[config.mk]
export PLATFORM = sky130hd
export DESIGN_NAME = bes_booster_supervisor
export DESIGN_NICKNAME = d
export VERILOG_FILES = /design/src/design/bes_pkg.sv /design/src/design/bes_booster_supervisor.sv
export SDC_FILE = /design/constraint.sdc
export NUM_CORES = 1
export LEC_CHECK = 0
export BUFFER_PORTS_ARGS = -buffer_cell sky130_fd_sc_hd__buf_2
export CAP_MARGIN = 20
export CORE_MARGIN = 8
export CORE_UTILIZATION = 42
export CTS_BUF_LIST = sky130_fd_sc_hd__clkbuf_8
export DETAILED_ROUTE_END_ITERATION = 6
export PLACE_DENSITY = 0.61
export SYNTH_ARGS = -nofsm -noshare
export SYNTH_HDL_FRONTEND = slang
export SYNTH_SLANG_ARGS = --single-unit
export TNS_END_PERCENT = 100
[constraint.sdc]
create_clock -name core_clk_i -period 4.5 [get_ports core_clk_i]
set_input_delay 0.9 -clock core_clk_i [delete_from_list [all_inputs] [get_ports core_clk_i]]
set_output_delay 0.9 -clock core_clk_i [all_outputs]
set_load 0.02 [all_outputs]
[src/design/bes_pkg.sv]
// Constants and register map of the booster enable supervisor
//
// Summary of operation
// - Run request 0->1 starts the booster, 1->0 stops it.
// - Status flag shows one only while the booster really switches.
// - Overvoltage halts the booster; it resumes below the hysteresis level.
// - Booster stays off unless setpoint plus margin exceeds trimmed maximum.
// - Four-bit factory trim: top bit is sign, low three bits magnitude.
// - Skip level 00 disables skipping; others suppress pulses below threshold.
// - Buck off time varies inversely with LED voltage, scaled by factor.
// - Overvoltage flag latches; read below reactivation level clears it.
// - Sync edge invert resets to 0 (rising); 1 selects falling edge.
package bes_pkg;
  // ------------------------------------------------------------
  // Register bus
  // ------------------------------------------------------------
  localparam int unsigned ADDR_W = 8;
  localparam int unsigned DATA_W = 16;
  localparam logic [7:0] REG_CTRL  = 8'h00;
  localparam logic [7:0] REG_SETPT = 8'h01;
  localparam logic [7:0] REG_TOFF  = 8'h02;
  localparam logic [7:0] REG_STAT  = 8'h03;
  localparam logic [7:0] REG_IRQS  = 8'h04;
  localparam logic [7:0] REG_IRQM  = 8'h05;
  // ------------------------------------------------------------
  // Reset values
  // ------------------------------------------------------------
  localparam logic       EDGE_INV_RST = 1'b0;
  localparam logic [1:0] MP_SEL_RST   = 2'h0;
  localparam logic [1:0] SKIP_OFF     = 2'h0;
  // ------------------------------------------------------------
  // Synchroniser lanes
  // ------------------------------------------------------------
  localparam int unsigned LN_OV = 0;
  localparam int unsigned LN_RE = 1;
  localparam int unsigned LN_EX = 2;
  localparam int unsigned LN_SK = 3;
  // ------------------------------------------------------------
  // Limit relation, decivolts
  // ------------------------------------------------------------
  localparam logic [11:0] SP_BASE_DV  = 12'h28a; // 65.0 V
  localparam logic [11:0] SP_MAX_CODE = 12'h07f; // 127
  localparam logic [11:0] SP_STEP_DV  = 12'h004; // 0.4 V
  localparam logic [11:0] LIM_BASE_DV = 12'h2a6; // 67.8 V
  localparam logic [11:0] TRIM_ST_DV  = 12'h004; // 0.4 V
  localparam logic [11:0] OV_STEP_DV  = 12'h004; // margin lsb
endpackage

[src/design/bes_booster_supervisor.sv]
// Booster enable supervisor with buck off-time timers
`timescale 1ns/1ps
`default_nettype none
module bes_booster_supervisor #(
  parameter int unsigned NCH    = 2,   // buck channels
  parameter int unsigned ACC_W  = 16,  // off-time accumulator
  parameter int unsigned TSCALE = 256  // off-time per factor step
) (
  input  wire logic                         core_clk_i,     // 10 MHz
  input  wire logic                         rst_n_i,        // async
  input  wire logic [bes_pkg::ADDR_W-1:0]   addr_i,         // reg addr
  input  wire logic [bes_pkg::DATA_W-1:0]   wdata_i,        // write data
  input  wire logic                         wr_i,           // write
  input  wire logic                         rd_i,           // read
  output logic      [bes_pkg::DATA_W-1:0]   rdata_o,        // read data
  input  wire logic                         ov_trip_i,      // OV comp
  input  wire logic                         below_react_i,  // under hyst
  input  wire logic                         comp_below_i,   // skip comp
  input  wire logic                         external_phase_clock_i, // sync
  input  wire logic [3:0]                   factory_trim_i, // fuses
  input  wire logic [NCH*8-1:0]             vled_code_i,    // LED volts
  input  wire logic [NCH-1:0]               buck_off_start_i, // off begin
  output logic      [NCH-1:0]               buck_off_done_o,  // off end
  output logic                              booster_run_o,  // enable
  output logic                              gate_pulse_o,   // sw edge
  output logic      [1:0]                   pulse_skip_level_o, // thr
  output logic      [1:0]                   error_amp_gain_o,   // gm
  output logic      [1:0]                   multi_phase_select_o, // mode
  output logic                              overvoltage_flag_o, // latched
  output logic                              irq_o           // interrupt
);
  import bes_pkg::*;

  // ------------------------------------------------------------
  // State
  // ------------------------------------------------------------
  typedef struct packed {
    logic [3:0]         s1;
    logic [3:0]         s2;
    logic [3:0]         s3;
    logic [3:0]         filt;
    logic               run_req;
    logic               sync_edge_invert;
    logic [1:0]         pulse_skip_level;
    logic [1:0]         error_amp_gain;
    logic [1:0]         multi_phase_select;
    logic [6:0]         boost_voltage_target;
    logic [3:0]         overvoltage_shutdown_margin;
    logic [NCH*4-1:0]   off_time_factor;
    logic [3:0]         factory_limit_trim;
    logic               trim_loaded;
    logic               overvoltage_flag;
    logic               ov_halt;
    logic               limit_ok;
    logic               active;
    logic [2:0]         irq_stat;
    logic [2:0]         irq_mask;
    logic               gate_pulse;
    logic [NCH-1:0]     off_busy;
    logic [NCH-1:0]     off_done;
    logic [NCH*ACC_W-1:0] off_acc;
    logic [DATA_W-1:0]  rdata;
  } bes_state_t;

  bes_state_t q;
  bes_state_t d;
  logic               ext_edge;
  logic               skip_now;
  logic [2:0]         irq_ev;
  logic [ACC_W:0]     off_sum [NCH];
  logic [ACC_W:0]     off_tgt [NCH];
  logic [7:0]         vstep   [NCH];

  // ------------------------------------------------------------
  // Limit relation
  // ------------------------------------------------------------
  // Both sides stay positive for every code, so no sign is needed
  function automatic logic limit_ok_f(input logic [6:0] sp,
                                      input logic [3:0] mg,
                                      input logic [3:0] tr);
    logic [11:0] lhs;
    logic [11:0] rhs;
    logic [11:0] adj;
    lhs = SP_BASE_DV - (SP_MAX_CODE - {5'h00, sp}) * SP_STEP_DV;
    lhs = lhs + {8'h00, mg} * OV_STEP_DV;
    adj = {9'h000, tr[2:0]} * TRIM_ST_DV;
    rhs = tr[3] ? LIM_BASE_DV - adj : LIM_BASE_DV + adj;
    return lhs > rhs;
  endfunction

  // ------------------------------------------------------------
  // Next state
  // ------------------------------------------------------------
  always_comb begin
    d = q;
    d.gate_pulse = 1'b0;
    d.off_done = '0;
    d.rdata = '0;
    ext_edge = 1'b0;
    skip_now = 1'b0;
    irq_ev = '0;
    // Three-stage synchronisers, change taken when stages agree
    d.s1 = {comp_below_i, external_phase_clock_i, below_react_i, ov_trip_i};
    d.s2 = q.s1;
    d.s3 = q.s2;
    for (int i = 0; i < 4; i++) begin
      if (q.s2[i] == q.s3[i]) begin
        d.filt[i] = q.s3[i];
      end
    end
    // fuse value caught once after reset
    if (!q.trim_loaded) begin
      d.factory_limit_trim = factory_trim_i;
      d.trim_loaded = 1'b1;
    end
    // Register writes
    if (wr_i) begin
      case (addr_i)
        REG_CTRL: begin
          d.run_req = wdata_i[0];
          d.sync_edge_invert = wdata_i[1];
          d.pulse_skip_level = wdata_i[3:2];
          d.error_amp_gain = wdata_i[5:4];
          d.multi_phase_select = wdata_i[7:6];
        end
        REG_SETPT: begin
          d.boost_voltage_target = wdata_i[6:0];
          d.overvoltage_shutdown_margin = wdata_i[11:8];
        end
        REG_TOFF: d.off_time_factor = wdata_i[NCH*4-1:0];
        REG_IRQS: d.irq_stat = q.irq_stat & ~wdata_i[2:0];
        REG_IRQM: d.irq_mask = wdata_i[2:0];
        default: ;
      endcase
    end
    // halt on overvoltage, resume under hysteresis
    if (d.filt[LN_OV]) begin
      d.ov_halt = 1'b1;
    end else if (d.filt[LN_RE]) begin
      d.ov_halt = 1'b0;
    end
    // read below reactivation clears, a new trip wins
    if (rd_i && addr_i == REG_STAT && d.filt[LN_RE]) begin
      d.overvoltage_flag = 1'b0;
    end
    if (d.filt[LN_OV]) begin
      d.overvoltage_flag = 1'b1;
    end
    d.limit_ok = limit_ok_f(d.boost_voltage_target,
                            d.overvoltage_shutdown_margin,
                            d.factory_limit_trim);
    // running only when requested, safe and not halted
    d.active = d.run_req & d.limit_ok & ~d.ov_halt;
    // edge selection on the sync input
    ext_edge = q.sync_edge_invert ? (q.filt[LN_EX] & ~d.filt[LN_EX])
                                  : (~q.filt[LN_EX] & d.filt[LN_EX]);
    // skip only with a nonzero level and low compensation node
    skip_now = (q.pulse_skip_level != SKIP_OFF) & d.filt[LN_SK];
    d.gate_pulse = q.active & ~skip_now & ext_edge;
    // accumulate LED voltage until factor target is reached
    for (int c = 0; c < NCH; c++) begin
      vstep[c] = (vled_code_i[c*8 +: 8] == 8'h00) ? 8'h01
                                                  : vled_code_i[c*8 +: 8];
      off_sum[c] = {1'b0, q.off_acc[c*ACC_W +: ACC_W]}
                 + {{(ACC_W-7){1'b0}}, vstep[c]};
      off_tgt[c] = (ACC_W+1)'(({1'b0, q.off_time_factor[c*4 +: 4]} + 5'h01)
                 * TSCALE);
      if (buck_off_start_i[c]) begin
        d.off_acc[c*ACC_W +: ACC_W] = '0;
        d.off_busy[c] = 1'b1;
      end else if (q.off_busy[c]) begin
        if (off_sum[c] >= off_tgt[c]) begin
          d.off_busy[c] = 1'b0;
          d.off_done[c] = 1'b1;
        end else begin
          d.off_acc[c*ACC_W +: ACC_W] = off_sum[c][ACC_W-1:0];
        end
      end
    end
    // Sticky events, set wins over a clearing write
    irq_ev[0] = d.filt[LN_OV] & ~q.filt[LN_OV];
    irq_ev[1] = q.limit_ok & ~d.limit_ok;
    irq_ev[2] = d.active ^ q.active;
    d.irq_stat = d.irq_stat | irq_ev;
    // Read data for the cycle after the strobe
    if (rd_i) begin
      case (addr_i)
        REG_CTRL: d.rdata = {8'h00, q.multi_phase_select,
                             q.error_amp_gain, q.pulse_skip_level,
                             q.sync_edge_invert, q.run_req};
        REG_SETPT: d.rdata = {4'h0, q.overvoltage_shutdown_margin,
                              1'b0, q.boost_voltage_target};
        REG_TOFF: d.rdata = DATA_W'(q.off_time_factor);
        REG_STAT: d.rdata = {4'h0, q.factory_limit_trim, 4'h0,
                             q.ov_halt, q.limit_ok,
                             q.overvoltage_flag, q.active};
        REG_IRQS: d.rdata = {13'h0000, q.irq_stat};
        REG_IRQM: d.rdata = {13'h0000, q.irq_mask};
        default: d.rdata = '0;
      endcase
    end
  end

  // ------------------------------------------------------------
  // Registers
  // ------------------------------------------------------------
  always_ff @(posedge core_clk_i or negedge rst_n_i) begin
    if (!rst_n_i) begin
      q <= '0;
      q.sync_edge_invert <= EDGE_INV_RST;
      q.multi_phase_select <= MP_SEL_RST;
    end else begin
      q <= d;
    end
  end

  // Outputs straight from flops, irq is a level of the status and mask flops
  assign rdata_o              = q.rdata;
  assign booster_run_o        = q.active;
  assign gate_pulse_o         = q.gate_pulse;
  assign buck_off_done_o      = q.off_done;
  assign pulse_skip_level_o   = q.pulse_skip_level;
  assign error_amp_gain_o     = q.error_amp_gain;
  assign multi_phase_select_o = q.multi_phase_select;
  assign overvoltage_flag_o   = q.overvoltage_flag;
  assign irq_o                = |(q.irq_stat & q.irq_mask);
endmodule
`default_nettype wire

[Word-level counts from Yosys, hierarchy flattened]
Cells that the tools add are included.
Operators by class
  divide/modulo/power cells: 0
  order comparisons: 3
  equality and inequality tests: 11
  bitwise logic cells: 20
  add/sub/neg operators: 9
  reductions and logical operators: 15
  multiplexer cells: 40
  multiply operators: 0
  shifts and indexed selects: 0
Operators with widths (number)
  $mux W16: 6
  $pmux W12 S6: 1
  $add A16 B8 Y17: 2
  $ge A17 B13 Y1: 2
  $mux W8: 4
  $mux W27: 1
  $logic_not A8 Y1: 3
  $mux W12: 2
  $mux W1: 21
  $eq A8 B2 Y1 const B: 2
  $eq A8 B3 Y1 const B: 2
  $add A12 B6 Y12: 1
  $gt A12 B12 Y1: 1
  $sub A11 B10 Y12 const A: 1
  $add A10 B5 Y11 const A: 1
  $mux W11: 1
  $sub A10 B5 Y11 const A: 1
  $add A4 B1 Y5 const B: 2
  $reduce_and A2 Y1: 5
  $and A1 B1 Y1: 9
  $eq A8 B1 Y1 const B: 1
  $reduce_bool A2 Y1: 4
  $sub A7 B7 Y8 const A: 1
  $and A3 B3 Y3: 2
  11 further kinds: 22
Word-level totals
  word-level logic and storage cells: 124
  bits in read-only memories: 0
  memories kept: 0
  input bits: 54
  output and inout bits: 28
  flip-flop bits (word level): 111
  RAM bits: 0
  bits in latches: 0

[Depth between registers and ports, before layout]
Gate-level depths: netlist (run 1).
  depth in word-level cells: 11
  mapped depth: 19
  mapped depth without buffers: 17

[Least setup slack after synthesis (run 1)]
OpenSTA, ideal clock, no wires.
  path type: input port to flip-flop
  start: in addr_i[1] in the netlist's numbering
  end: reg q[58] in the netlist's numbering
  arrival time: 4378 ps
  required time: 4373 ps
  path buffers: 2
  stages: 17
  setup slack: -6 ps
  setup time: 127 ps
  cell sequence: clkbuf_1 -> nor2b_1 -> nand4_1 -> buf_1 -> mux2_2 -> ha_1 -> inv_1 -> fa_1 -> inv_1 -> ha_1 -> a21o_1 -> a21o_1 -> a21o_1 -> a21oi_1 -> a311oi_1 -> o211a_1 -> mux2i_1
RTL lines
  start: declaration: line bes_booster_supervisor.sv:11  | input wire logic [bes_pkg::ADDR_W-1:0] addr_i,
  end: declaration: line bes_booster_supervisor.sv:65  | bes_state_t q;

[Final worst setup path (run 1)]
  start: in vled_code_i[5]
  end: reg q[20] in the netlist's numbering
On the way
  word-level cells in the longest chain between the ends: 6
  elaborated cells between the ends (all ways): 9
  those cells by class: add/sub: 1; order compare: 1; eq/ne: 1; mux: 4; reduce/logical: 2
Ends and longest elaborated chain
  start: declaration: line bes_booster_supervisor.sv:21  | input wire logic [NCH*8-1:0] vled_code_i,
  $logic_not A8 Y1: line bes_booster_supervisor.sv:162  | vstep[c] = (vled_code_i[c*8 +: 8] == 8'h00) ? 8'h01
  $mux W8 (*): line bes_booster_supervisor.sv:162
  $add A16 B8 Y17 (*): line bes_booster_supervisor.sv:165  | + {{(ACC_W-7){1'b0}}, vstep[c]};
  $ge A17 B13 Y1 / $mux W16 (equally long branches): line bes_booster_supervisor.sv:172  | if (off_sum[c] >= off_tgt[c]) begin
  $ne A2 B2 Y1 (no source line) / $mux W16 (equally long branches)
  $reduce_and A2 Y1 (no source line) / $mux W16 (equally long branches)
Mark *: on every way between the ends. The rest lies on a longest branch, timed or not. The select of a mux whose other input is x is not followed.
A chain may end at the register's enable or synchronous reset.

==> results of run 1 <==
## placed cells by master (no fill, tap or decap), drive strengths merged, types with 7 or more instances in the layout
master,instances
nor2,46
nand2,24
nor2b,13
nor3,13
buf,146
nand3,22
a21oi,31
nor4,8
and3,10
xnor2,20
nand4,12
ha,47
mux2i,18
inv,30
mux2,39
dfrtp,107
a21o,18
xor2,8
o31ai,7
clkbuf,10
o21ai,19
## worst paths after layout
check,from,to,slack [ns],cells past startpoint
min in group asynchronous,rst_n_i,q[99],0.49,1
min reg2reg,d[103],d[99],0.36,0
max in group asynchronous,rst_n_i,q[45],3.26,2
max,vled_code_i[5],q[20],0.18,21
min,d[103],d[99],0.36,0
max reg2reg,q[33],q[44],0.53,15
## worst max-delay path, stage by stage
cell and delay (ns):
buf_2 0.11, nor4_4 0.05, buf_4 0.13, a21o_1 0.15
ha_1 0.20, fa_1 0.39, a21o_1 0.22, a21oi_2 0.16
o211ai_1 0.12, buf_4 0.16, nand3_1 0.11, xnor2_1 0.15
ha_1 0.27, o211ai_1 0.10, a21boi_1 0.12, a2111oi_4 0.19
buf_4 0.20, o311ai_4 0.15, buf_4 0.20, or4_1 0.46
o21ai_0 0.08
## synth_stat cells, drive strengths merged, types with 10 or more instances
cell type,n,area share (%)
a21o,18,2.0
a21oi,31,2.4
and3,10,1.0
buf,35,3.7
clkbuf,16,0.90
dfrtp,107,40
ha,47,8.8
inv,28,1.6
mux2,39,6.6
mux2i,18,2.7
nand2,24,1.4
nand3,22,1.7
nand4,12,1.1
nor2,46,2.6
nor2b,13,1.2
nor3,13,1.1
o21ai,19,1.5
xnor2,20,2.6
## metrics by stage
stage               instance area [µm²]  power (W)  TNS (ns)  util [%]  hold WS, ns
floorplan                          6680    0.00211         0         -        0.331
global placement                   7510    0.00255     -5.23      47.8        0.334
detailed placement                 7510    0.00260     -9.52      47.8        0.337
CTS                                7680    0.00315         0      48.9        0.360
global route                       7810    0.00346  -0.00452      49.7        0.370
finish                             7810    0.00325         0      49.7        0.356
## power breakdown
part,switching (W),leakage [nW],internal [W],total (W)
Clock,0.000328,0.0897,0.000212,0.000540
Sequential,0.0000799,1.40,0.00106,0.00114
Combinational,0.000826,2.33,0.000738,0.00156
Total,0.00123,3.82,0.00201,0.00325
## sequential cells by signal, summed over array words and instances, names as in the netlist, named ones only
signal	flops
error_amp_gain_o	2
rdata_o	12
booster_run_o	1
multi_phase_select_o	2
overvoltage_flag_o	1
pulse_skip_level_o	2
d	8
q	75
gate_pulse_o	1
buck_off_done_o	2
## layer usage
layer	wire length [µm]	global-route usage, %	share of wire [%]
met5	0	0	0
met2	7700	26.2	49
met1	7110	20.2	45
met3	726	2.28	4.6
met4	244	5.88	1.5
## area by class of cell
class,count,area share [%]
well taps,216,3.46
clock inverters,5,0.384
multi-input cells,455,46.9
inverters,28,1.35
clock buffers,10,1.76
flip-flops and latches,107,34.3
repair buffers,146,11.9
## kinds of logic (layout without fill, tap and decap cells)
logic type / Yosys count / after routing
other: 2 / 5
flip-flops: 107 / 107
XOR/XNOR: 28 / 28
adder cells (fa/ha/maj): 54 / 54
buffers and inverters: 79 / 189
AO/OA/AOI/OAI: 122 / 123
multiplexers: 61 / 61
AND/OR/NAND/NOR: 184 / 184
## repair_timing
| item | 4_1_cts | 5_1_grt |
|---|---|---|
| setup buffers | 0 | 6 |
| endpoints found under the setup margin | 0 | 25 |
| resized for setup | 0 | 12 |
==> results by group, run 1 <==
Run status
  • Outcome: finished clean

Clock network
  • H-tree levels: 3
  • Root Buffer: clkbuf_8
  • Clock buffer depth: 2
  • Clock Sinks: around 110
  • Clk_lat worst skew: ~0.38 ns
  • CTS Buf Count: 9
  • Hold buffer count at cts: 0
  • CTS tree: done
  • Clock Pin Slew Worst Setup and Hold Paths: 0.09 ns

Setup path
  • Crit end category: flip-flop
  • Worst Path Class, Setup: input port to flip-flop
  • Worst endpoint required time: approximately 4.8 ns
  • CP Launch Type: input port
  • CP Max Fanout: 6
  • Worst path arrival time: 4.62 ns

Synth
  • Synth Area in Adders: 10.3%
  • Post-synthesis sequential area ratio: approximately 40%
  • Yosys warns: 0
  • Synth cell types: 68
  • Largest family of logic cells by synthesized area: simple AND/OR/NAND/NOR gates
  • Flops & latches, synth: about 110
  • Top FF cell, synth: dfrtp_1
  • Post-synth EDFFs: 0
  • Post-synthesis average cell area: between 10 and 15 µm²
  • Mux cell area share after synthesis: 10.6%
  • Post-Synth XOR/XNOR Area: under 10%
  • Synth Area in Simple Gates: between 10% and 20%
  • Async S/R FF share, synth: between 90% and 100%
  • Complex-gate fraction of the synthesized area: approximately 14%
  • Synth Cell Area: ~6700 µm²
  • Cells after Synth: ~640

Route
  • Vias: a little over 5000
  • DRT Pass-1 Iters: 4
  • Vias per inst: approximately 5.3
  • DR iter-0 viols: around 260
  • Routed WL per cell: about 16 µm
  • DRC viols: 0
  • Final WL: ~16000 µm
  • Post-route ant nets: 0

Power
  • Power Density: approximately 420 nW/µm²
  • VDD IR-drop max: 0.000146 V
  • Leakage: ~3.8 nW

GRT
  • Global-route wire length before repair: around 25000 µm
  • Total Routing Usage GR: roughly 16%
  • GRT overflow: 0
  • Largest net degree at the start of global routing: 82
  • Initial antenna violation count: 0
  • Vias in the first global route: 5185

Floorplan
  • Die width: 142 µm
  • Initial Util: a little over two fifths
  • Core region area: roughly 16000 µm²
  • # IOs: 82
  • Die area: approximately 20000 µm²
  • # rows: between 40 and 50
  • Chip Height: approximately 140 µm

Cells and area
  • Final std cells w/o fill: between 900 and 1000
  • Area grow syn2layout: 17.1%
  • Nets: between 800 and 900
  • Storage element area: about 2700 µm²
  • Ant. Diodes: 0
  • Multi-input logic area: 3660 µm²
  • # fillers: about 1400
  • Share of cells above drive strength 1: ~30%

Place
  • Post-Place Cells: 944
  • DP HPWL: 12300 µm
  • Pre-CTS setup slack: -0.353 ns
  • Port Buf Inserts: 73
  • GP Congestion: around 0.86

Timing
  • Hold Vio Cnt, Final: 0
  • Crit path time final: approximately 4.3 ns
  • Post-route clock period utilization: 96.0%
  • Setup-violating endpoint count in the final report: 0
  • Final Max Slew Viols: 0
  • Max_slew headroom: about 54%
  • Final Skew: approximately 0.0079 ns
  • Worst slew pin tran: roughly 0.69 ns
  • Final setup margin: between 0.15 and 0.2 ns
  • Peak Freq: 231 MHz

Flow run
  • MaxCap Viol Count: 0

Hold path
  • Min-Delay Path Class: flip-flop to flip-flop
(Power assumes the default switching activity.)
==> run 2, diff against run 1 <==
PLACE_DENSITY = 0.63   (was 0.61)
clock period = 3.8 ns   (was 4.5 ns; I/O delays follow)
==> run 2 against run 1 <==
  * The flow now finishes with violations (setup timing)
  * Wire length rose by 7.6%
  * Setup slack got worse by 0.39 ns
  * Global-route usage grew 1.8 points
  * Design area up 14%
  * First-iteration DRC count rose by 6.3%
  * Count of clock-buffer cells in the layout up 1
  * Sequential share of layout area fell by 4.2 points
  * Total power rose by 38%
  * Non-clock buffer count rose by 61
  * Die area did not move
  * Critical path type unchanged
  * Largest power group unchanged
==> results by group, run 2 (same netlist as run 1, synthesis figures left out) <==
Hold path
  • Min-Delay Path Class: flip-flop to flip-flop
  • Worst hold stages: 0 (unchanged)
  • Hold Path Origin: d[106]
  • Hold Path Sink: d[102]

Setup path
  • Worst path arrival time: 4.31 ns (-0.31 ns)
  • Worst reg2reg endpoint: q[24]
  • CP Launch Type: input port
  • Worst Path Class, Setup: input port to flip-flop
  • R2r setup slk: 0.02 ns (-0.51 ns)
  • Crit end category: flip-flop
  • Worst R2R Start: q[20]
  • CP Max Fanout: 6 (unchanged)
  • Reg2Reg Depth: 16 (+1)
  • Worst endpoint required time: 4.09 ns (-0.71 ns)

Place
  • GP Congestion: 0.890 (+3.1%)
  • Port Buf Inserts: 73 (unchanged)
  • DP HPWL: 13100 µm (+6.4%)
  • Pre-CTS setup slack: -0.696 ns (-0.342 ns)

GRT
  • Vias in the first global route: 5915 (+14%)
  • Total Routing Usage GR: 17.4% (+1.8 points)
  • Largest net degree at the start of global routing: 56 (-32%)
  • Global-route wire length before repair: 28600 µm (+12%)
  • Initial antenna violation count: 0 (unchanged)
  • GRT overflow: 0 (unchanged)

Clock network
  • Clock buffer depth: 2 (unchanged)
  • H-tree levels: 3 (unchanged)
  • Clk_lat worst skew: 0.39 ns (about the same)
  • CTS tree: done
  • Clock Pin Slew Worst Setup and Hold Paths: 0.11 ns (+0.02 ns)
  • Root Buffer: clkbuf_8
  • CTS Buf Count: 9 (unchanged)
  • Clock Sinks: 107 (unchanged)

Timing
  • Final setup margin: -0.216 ns (-0.395 ns)
  • Worst slew pin tran: 0.905 ns (+0.218 ns)
  • Peak Freq: between 200 and 250 MHz
  • Final Skew: 0.0161 ns (+0.00816 ns)
  • Crit path time final: roughly 4 ns
  • RSZ-0062 raised after global routing: yes
  • Setup-violating endpoint count in the final report: 34 (+34)
  • Final Max Slew Viols: 0 (unchanged)
  • Max_slew headroom: 39.7% (-14 points)
  • Hold Vio Cnt, Final: 0 (unchanged)
  • Post-route clock period utilization: 106%

Route
  • Final WL: 17000 µm (+7.6%)
  • Post-route ant nets: 0 (unchanged)
  • DR iter-0 viols: 271 (+6.3%)
  • Vias: 5414 (+4.7%)
  • Met3 WL: 671 µm (-7.6%)
  • DRT Pass-1 Iters: 4 (unchanged)
  • Vias per inst: 5.27 (-1.5%)
  • DRC viols: 0 (unchanged)
  • Routed WL per cell: 16.5 µm (+1.2%)
  • M1 WL: 7510 µm (+5.7%)
  • Max layer used: met4
  • Wire length on met2: 8510 µm (+10%)

Power
  • Leakage: 4.24 nW (+11%)
  • VDD IR-drop max: 0.000221 V (+52%)
  • Power Density: 505 nW/µm² (+21%)
  • Total power: 0.00449 W (+38%)

Floorplan
  • # IOs: 82 (unchanged)
  • Initial Util: 42.5% (unchanged)
  • Die area: 20200 µm² (unchanged)
  • # rows: 46 (unchanged)
  • Chip Height: 142 µm (unchanged)
  • Core region area: 15700 µm² (unchanged)
  • Die width: 142 µm (unchanged)

Cells and area
  • Share of cells above drive strength 1: 44.0% (+14 points)
  • Nets: 911 (+7.1%)
  • Reg with most FFs: q
  • Area grow syn2layout: 33.5%
  • Most frequent cells in the layout: buf_4, dfrtp_1, buf_2
  • Ant. Diodes: 0 (unchanged)
  • Largest register FFs: 75 (unchanged)
  • Most common cell after layout, fill and taps aside: buf_4

Run status
  • Outcome: complete, but fails checks
  • Failing checks: setup timing

Flow run
  • MaxCap Viol Count: 0 (unchanged)
## run 2: worst max path at each step
stage,startpoint,endpoint,slack (ns),cells past startpoint
finish,vled_code_i[4],q[24],-0.22,21
global route,vled_code_i[12],q[42],-0.35,17
CTS,vled_code_i[6],q[27],-0.21,19
detailed placement,vled_code_i[4],q[18],-0.70,19
global placement,vled_code_i[4],q[27],-0.57,17
floorplan,vled_code_i[4],q[27],-0.23,16
## run 2: metal layers
metal	track usage, %	up-vias
li1	-	2629
met1	20.9	2658
met2	30.0	100
met3	3.92	27
met4	6.33	0
met5	0	-
## run 2: final cells by class
type,instances,area (µm²)
repair buffers,207,1500
well taps,216,270
clock inverters,5,36.3
multi-input cells,454,4160
inverters,28,108
fillers,1323,6810
clock buffers,11,151
flip-flops and latches,107,2680
## run 2: worst max-delay path, stage by stage
cell and delay [ns]:
buf_4 0.10, nor4_4 0.04, a21o_1 0.20, ha_4 0.17
fa_2 0.34, a21o_1 0.21, a21oi_2 0.15, o211ai_1 0.11
buf_4 0.17, buf_6 0.12, xnor2_4 0.15, ha_2 0.21
nor2b_4 0.04, o211ai_1 0.18, a21boi_2 0.10, a2111oi_4 0.32
o311ai_4 0.18, buf_6 0.17, buf_4 0.14, nor3_4 0.13
mux2_4 0.31
## run 2: repair_timing
item / 4_1_cts / 5_1_grt
buffers inserted: 18 / 10
endpoints found under the setup margin: 37 / 40
hold buffers: 0 / 0
pin swaps: 48 / 36
gates resized for setup: 60 / 53
## run 2: through the flow
step | hold slack, ns | util (%) | setup TNS (ns) | std cells | area, µm²
2_1_floorplan | 0.331 | - | -3.28 | 640 | 6880
3_3_place_gp | 0.336 | 50.8 | -18.60 | 985 | 7980
3_5_place_dp | 0.345 | 50.8 | -22.87 | 985 | 7980
4_1_cts | 0.365 | 54.4 | -2.71 | 1019 | 8550
5_1_grt | 0.368 | 56.7 | -8.91 | 1028 | 8910
6_report | 0.361 | 56.7 | -3.50 | 1028 | 8910
## run 2: where the power goes
| part | switching (W) | total, W | internal (W) |
|---|---|---|---|
| sequential | 0.000120 | 0.00138 | 0.00126 |
| combinational | 0.00117 | 0.00243 | 0.00126 |
| clock | 0.000403 | 0.000681 | 0.000278 |
==> run 3, diff against run 2 <==
==> constraint.sdc (replaced) <==
create_clock -name core_clk_i -period 3.8 [get_ports core_clk_i]
set_input_delay 0.19 -clock core_clk_i [delete_from_list [all_inputs] [get_ports core_clk_i]]
set_output_delay 0.19 -clock core_clk_i [all_outputs]
set_load 0.02 [all_outputs]
==> run 3 against run 2 <==
  * The flow now finishes without violations
  * Total power down 9.5%
  * Critical path depth down 5
  * Die area unchanged
  * Maximum frequency up 6.2%
  * Hold slack worse by 0.30 ns
  * Combinational power down 16%
==> results by group, run 3 (same netlist as run 1, synthesis figures left out) <==
Setup path
  • Worst R2R Start: q[16]
  • Worst path max stage delay: 0.57 ns (+0.23 ns)
  • Crit-path cells: ha_2 -> fa_2 -> a21o_1 -> a21oi_2 -> o211ai_1 -> buf_4 -> buf_6 -> xnor2_4 -> ha_2 -> nor2b_1 -> o211ai_1 -> a21boi_2 -> a2111oi_4 -> o311ai_4 -> or4_1 -> a21oi_2
  • Buf/Inv on CP: 2 (-3)
  • Worst path arrival time: 4.10 ns (-0.21 ns)
  • Worst setup endpoint: q[28]
  • CP Max Fanout: 8 (+2)
  • Top delay family on crit path: compound AO/OA/AOI/OAI gates
  • Crit. path cell count: 16 (-24%)
  • CP Launch Type: flip-flop
  • Reg2Reg Depth: 16 (unchanged)
  • CP Launch Point: q[16]
  • Worst endpoint required time: 4.11 ns (+0.02 ns)
  • Worst reg2reg endpoint: q[28]
  • Slowest CP cell: or4_1
  • Crit end category: flip-flop
  • R2r setup slk: 0.02 ns (about the same)
  • Worst Path Class, Setup: flip-flop to flip-flop

Timing
  • Final Max Slew Viols: 0 (unchanged)
  • Final setup margin: 0.0179 ns (+0.234 ns)
  • Final Skew: 0.00925 ns (-0.00681 ns)
  • Max_slew headroom: 36.9% (-2.8 points)
  • Worst slew pin tran: 0.947 ns (+0.0424 ns)
  • Hold Vio Cnt, Final: 0 (unchanged)
  • Setup-violating endpoint count in the final report: 0 (-100%)
  • Post-route clock period utilization: 99.5% (-6.1 points)
  • Peak Freq: 264 MHz (+6.2%)
  • Fin Setup TNS: 0 ns (+3.50 ns)
  • Crit path time final: 3.78 ns (-0.234 ns)
  • RSZ-0062 raised after global routing: yes

Place
  • GP Congestion: 0.875 (-1.7%)
  • DP HPWL: 12600 µm (-4.0%)
  • Post-Place Cells: 942 (-4.4%)
  • Port Buf Inserts: 73 (unchanged)
  • Pre-CTS setup slack: -0.385 ns (+0.311 ns)

GRT
  • Global-route wire length before repair: 26400 µm (-7.7%)
  • Largest net degree at the start of global routing: 75 (+34%)
  • GRT overflow: 0 (unchanged)
  • Initial antenna violation count: 0 (unchanged)
  • Vias in the first global route: 5286 (-11%)
  • Total Routing Usage GR: 16.3% (-1.2 points)

Route
  • Routed WL per cell: 16.7 µm (+0.81%)
  • DRC viols: 0 (unchanged)
  • DR iter-0 viols: 291 (+7.4%)
  • Post-route ant nets: 0 (unchanged)
  • DRT Pass-1 Iters: 4 (unchanged)
  • Vias: 5237 (-3.3%)
  • Vias per inst: 5.34 (+1.4%)
  • Final WL: 16300 µm (-3.8%)

Floorplan
  • Chip Height: 142 µm (unchanged)
  • Die width: 142 µm (unchanged)
  • # rows: 46 (unchanged)
  • Die area: 20200 µm² (unchanged)
  • # IOs: 82 (unchanged)
  • Core region area: 15700 µm² (unchanged)
  • Initial Util: 42.5% (unchanged)

Cells and area
  • Most frequent cells in the layout: dfrtp_1, buf_4, buf_2
  • Ant. Diodes: 0 (unchanged)
  • # fillers: 1430 (+8.1%)
  • Area grow syn2layout: 20.5%
  • Final std cells w/o fill: 981 (-4.6%)
  • Nets: 864 (-5.2%)
  • Share of cells above drive strength 1: 33.5% (-11 points)
  • Reg with most FFs: q
  • Post-layout util: 51.1% (-5.5 points)
  • Most common cell after layout, fill and taps aside: dfrtp_1
  • Largest register FFs: 75 (unchanged)

Power
  • Power Density: 506 nW/µm² (+0.35%)
  • VDD IR-drop max: 0.000190 V (-14%)
  • Leakage: 3.88 nW (-8.4%)

Clock network
  • CTS tree: done
  • H-tree levels: 3 (unchanged)
  • Clock Pin Slew Worst Setup and Hold Paths: 0.10 ns (about the same)
  • CTS Buf Count: 9 (unchanged)
  • Clk_lat worst skew: 0.38 ns (about the same)
  • Clock Sinks: 107 (unchanged)
  • Root Buffer: clkbuf_8
  • Clock buffer depth: 2 (unchanged)

Flow run
  • MaxCap Viol Count: 0 (unchanged)

Hold path
  • Worst hold stages: 2 (+2)
  • Min-Delay Path Class: input port to flip-flop
  • Hold Path Origin: wdata_i[8]

Run status
  • Outcome: finished clean
-- run 3: cell count changes in the layout (fill, tap and decap cells not counted), sizes merged, moves of 2 or more --
cell	delta
buf	-53
clkbuf	-2
clkinv	+2
dlygate4sd3	+5
-- run 3: worst min path at each step --
stage	to	slack, ns
after floorplan	async pin	-0.11
after global placement	d[103]	0.30
after detailed placement	d[104]	0.30
after CTS	q[76]	0.04
after global routing	multi_phase_select_o[0]	0.05
final	q[76]	0.06
-- run 3: metrics by stage --
stage	hold WS [ns]	power, W	area [µm²]
after floorplan	-0.106	0.00250	6680
after global placement	0.299	0.00303	7490
after detailed placement	0.303	0.00308	7490
after CTS	0.0399	0.00386	7780
after global routing	0.0502	0.00434	8040
final	0.0596	0.00407	8040
-- run 3: report_power, final --
group	switching (W)	total (W)	internal, W
combinational	0.00103	0.00205	0.00102
clock	0.000407	0.000649	0.000242
sequential	0.000111	0.00137	0.00126
total	0.00155	0.00407	0.00252
-- run 3: worst register-to-register path, stage by stage (launching register included) --
cell,delay (ns)
dfrtp_1,0.40
ha_2,0.20
fa_2,0.34
a21o_1,0.20
a21oi_2,0.14
o211ai_1,0.11
buf_4,0.17
buf_6,0.12
xnor2_4,0.14
ha_2,0.18
nor2b_1,0.04
o211ai_1,0.20
a21boi_2,0.10
a2111oi_4,0.41
o311ai_4,0.25
or4_1,0.58
a21oi_2,0.13
-- run 3: what timing repair did --
item                                    in CTS  in global routing
gates cloned                                 1                  0
setup buffers                                5                 12
hold buffers                                 5                  0
resized for setup                            5                 36
endpoints found under the setup margin      17                 36
pin swaps                                    4                 18
endpoints found under the hold margin       76                  0
-- run 3: per-layer routing --
metal | share of wire (%) | GRT usage, % | wire length [µm]
met5 | 0 | 0 | 0
met4 | 1.7 | 6.05 | 272
met3 | 4.0 | 2.55 | 652
met2 | 50 | 28.1 | 8110
met1 | 45 | 20.0 | 7310
-- run 3: area by class of cell --
| class | instances | area, µm² | area share [%] |
|---|---|---|---|
| multi-input combinational | 455 | 3780 | 47.0 |
| sequential | 107 | 2680 | 33.3 |
| timing repair buffer | 159 | 1030 | 12.9 |
| tap | 216 | 270 | 3.36 |
| clock buffer | 9 | 124 | 1.54 |
| inverter | 28 | 105 | 1.31 |
| clock inverter | 7 | 48.8 | 0.607 |
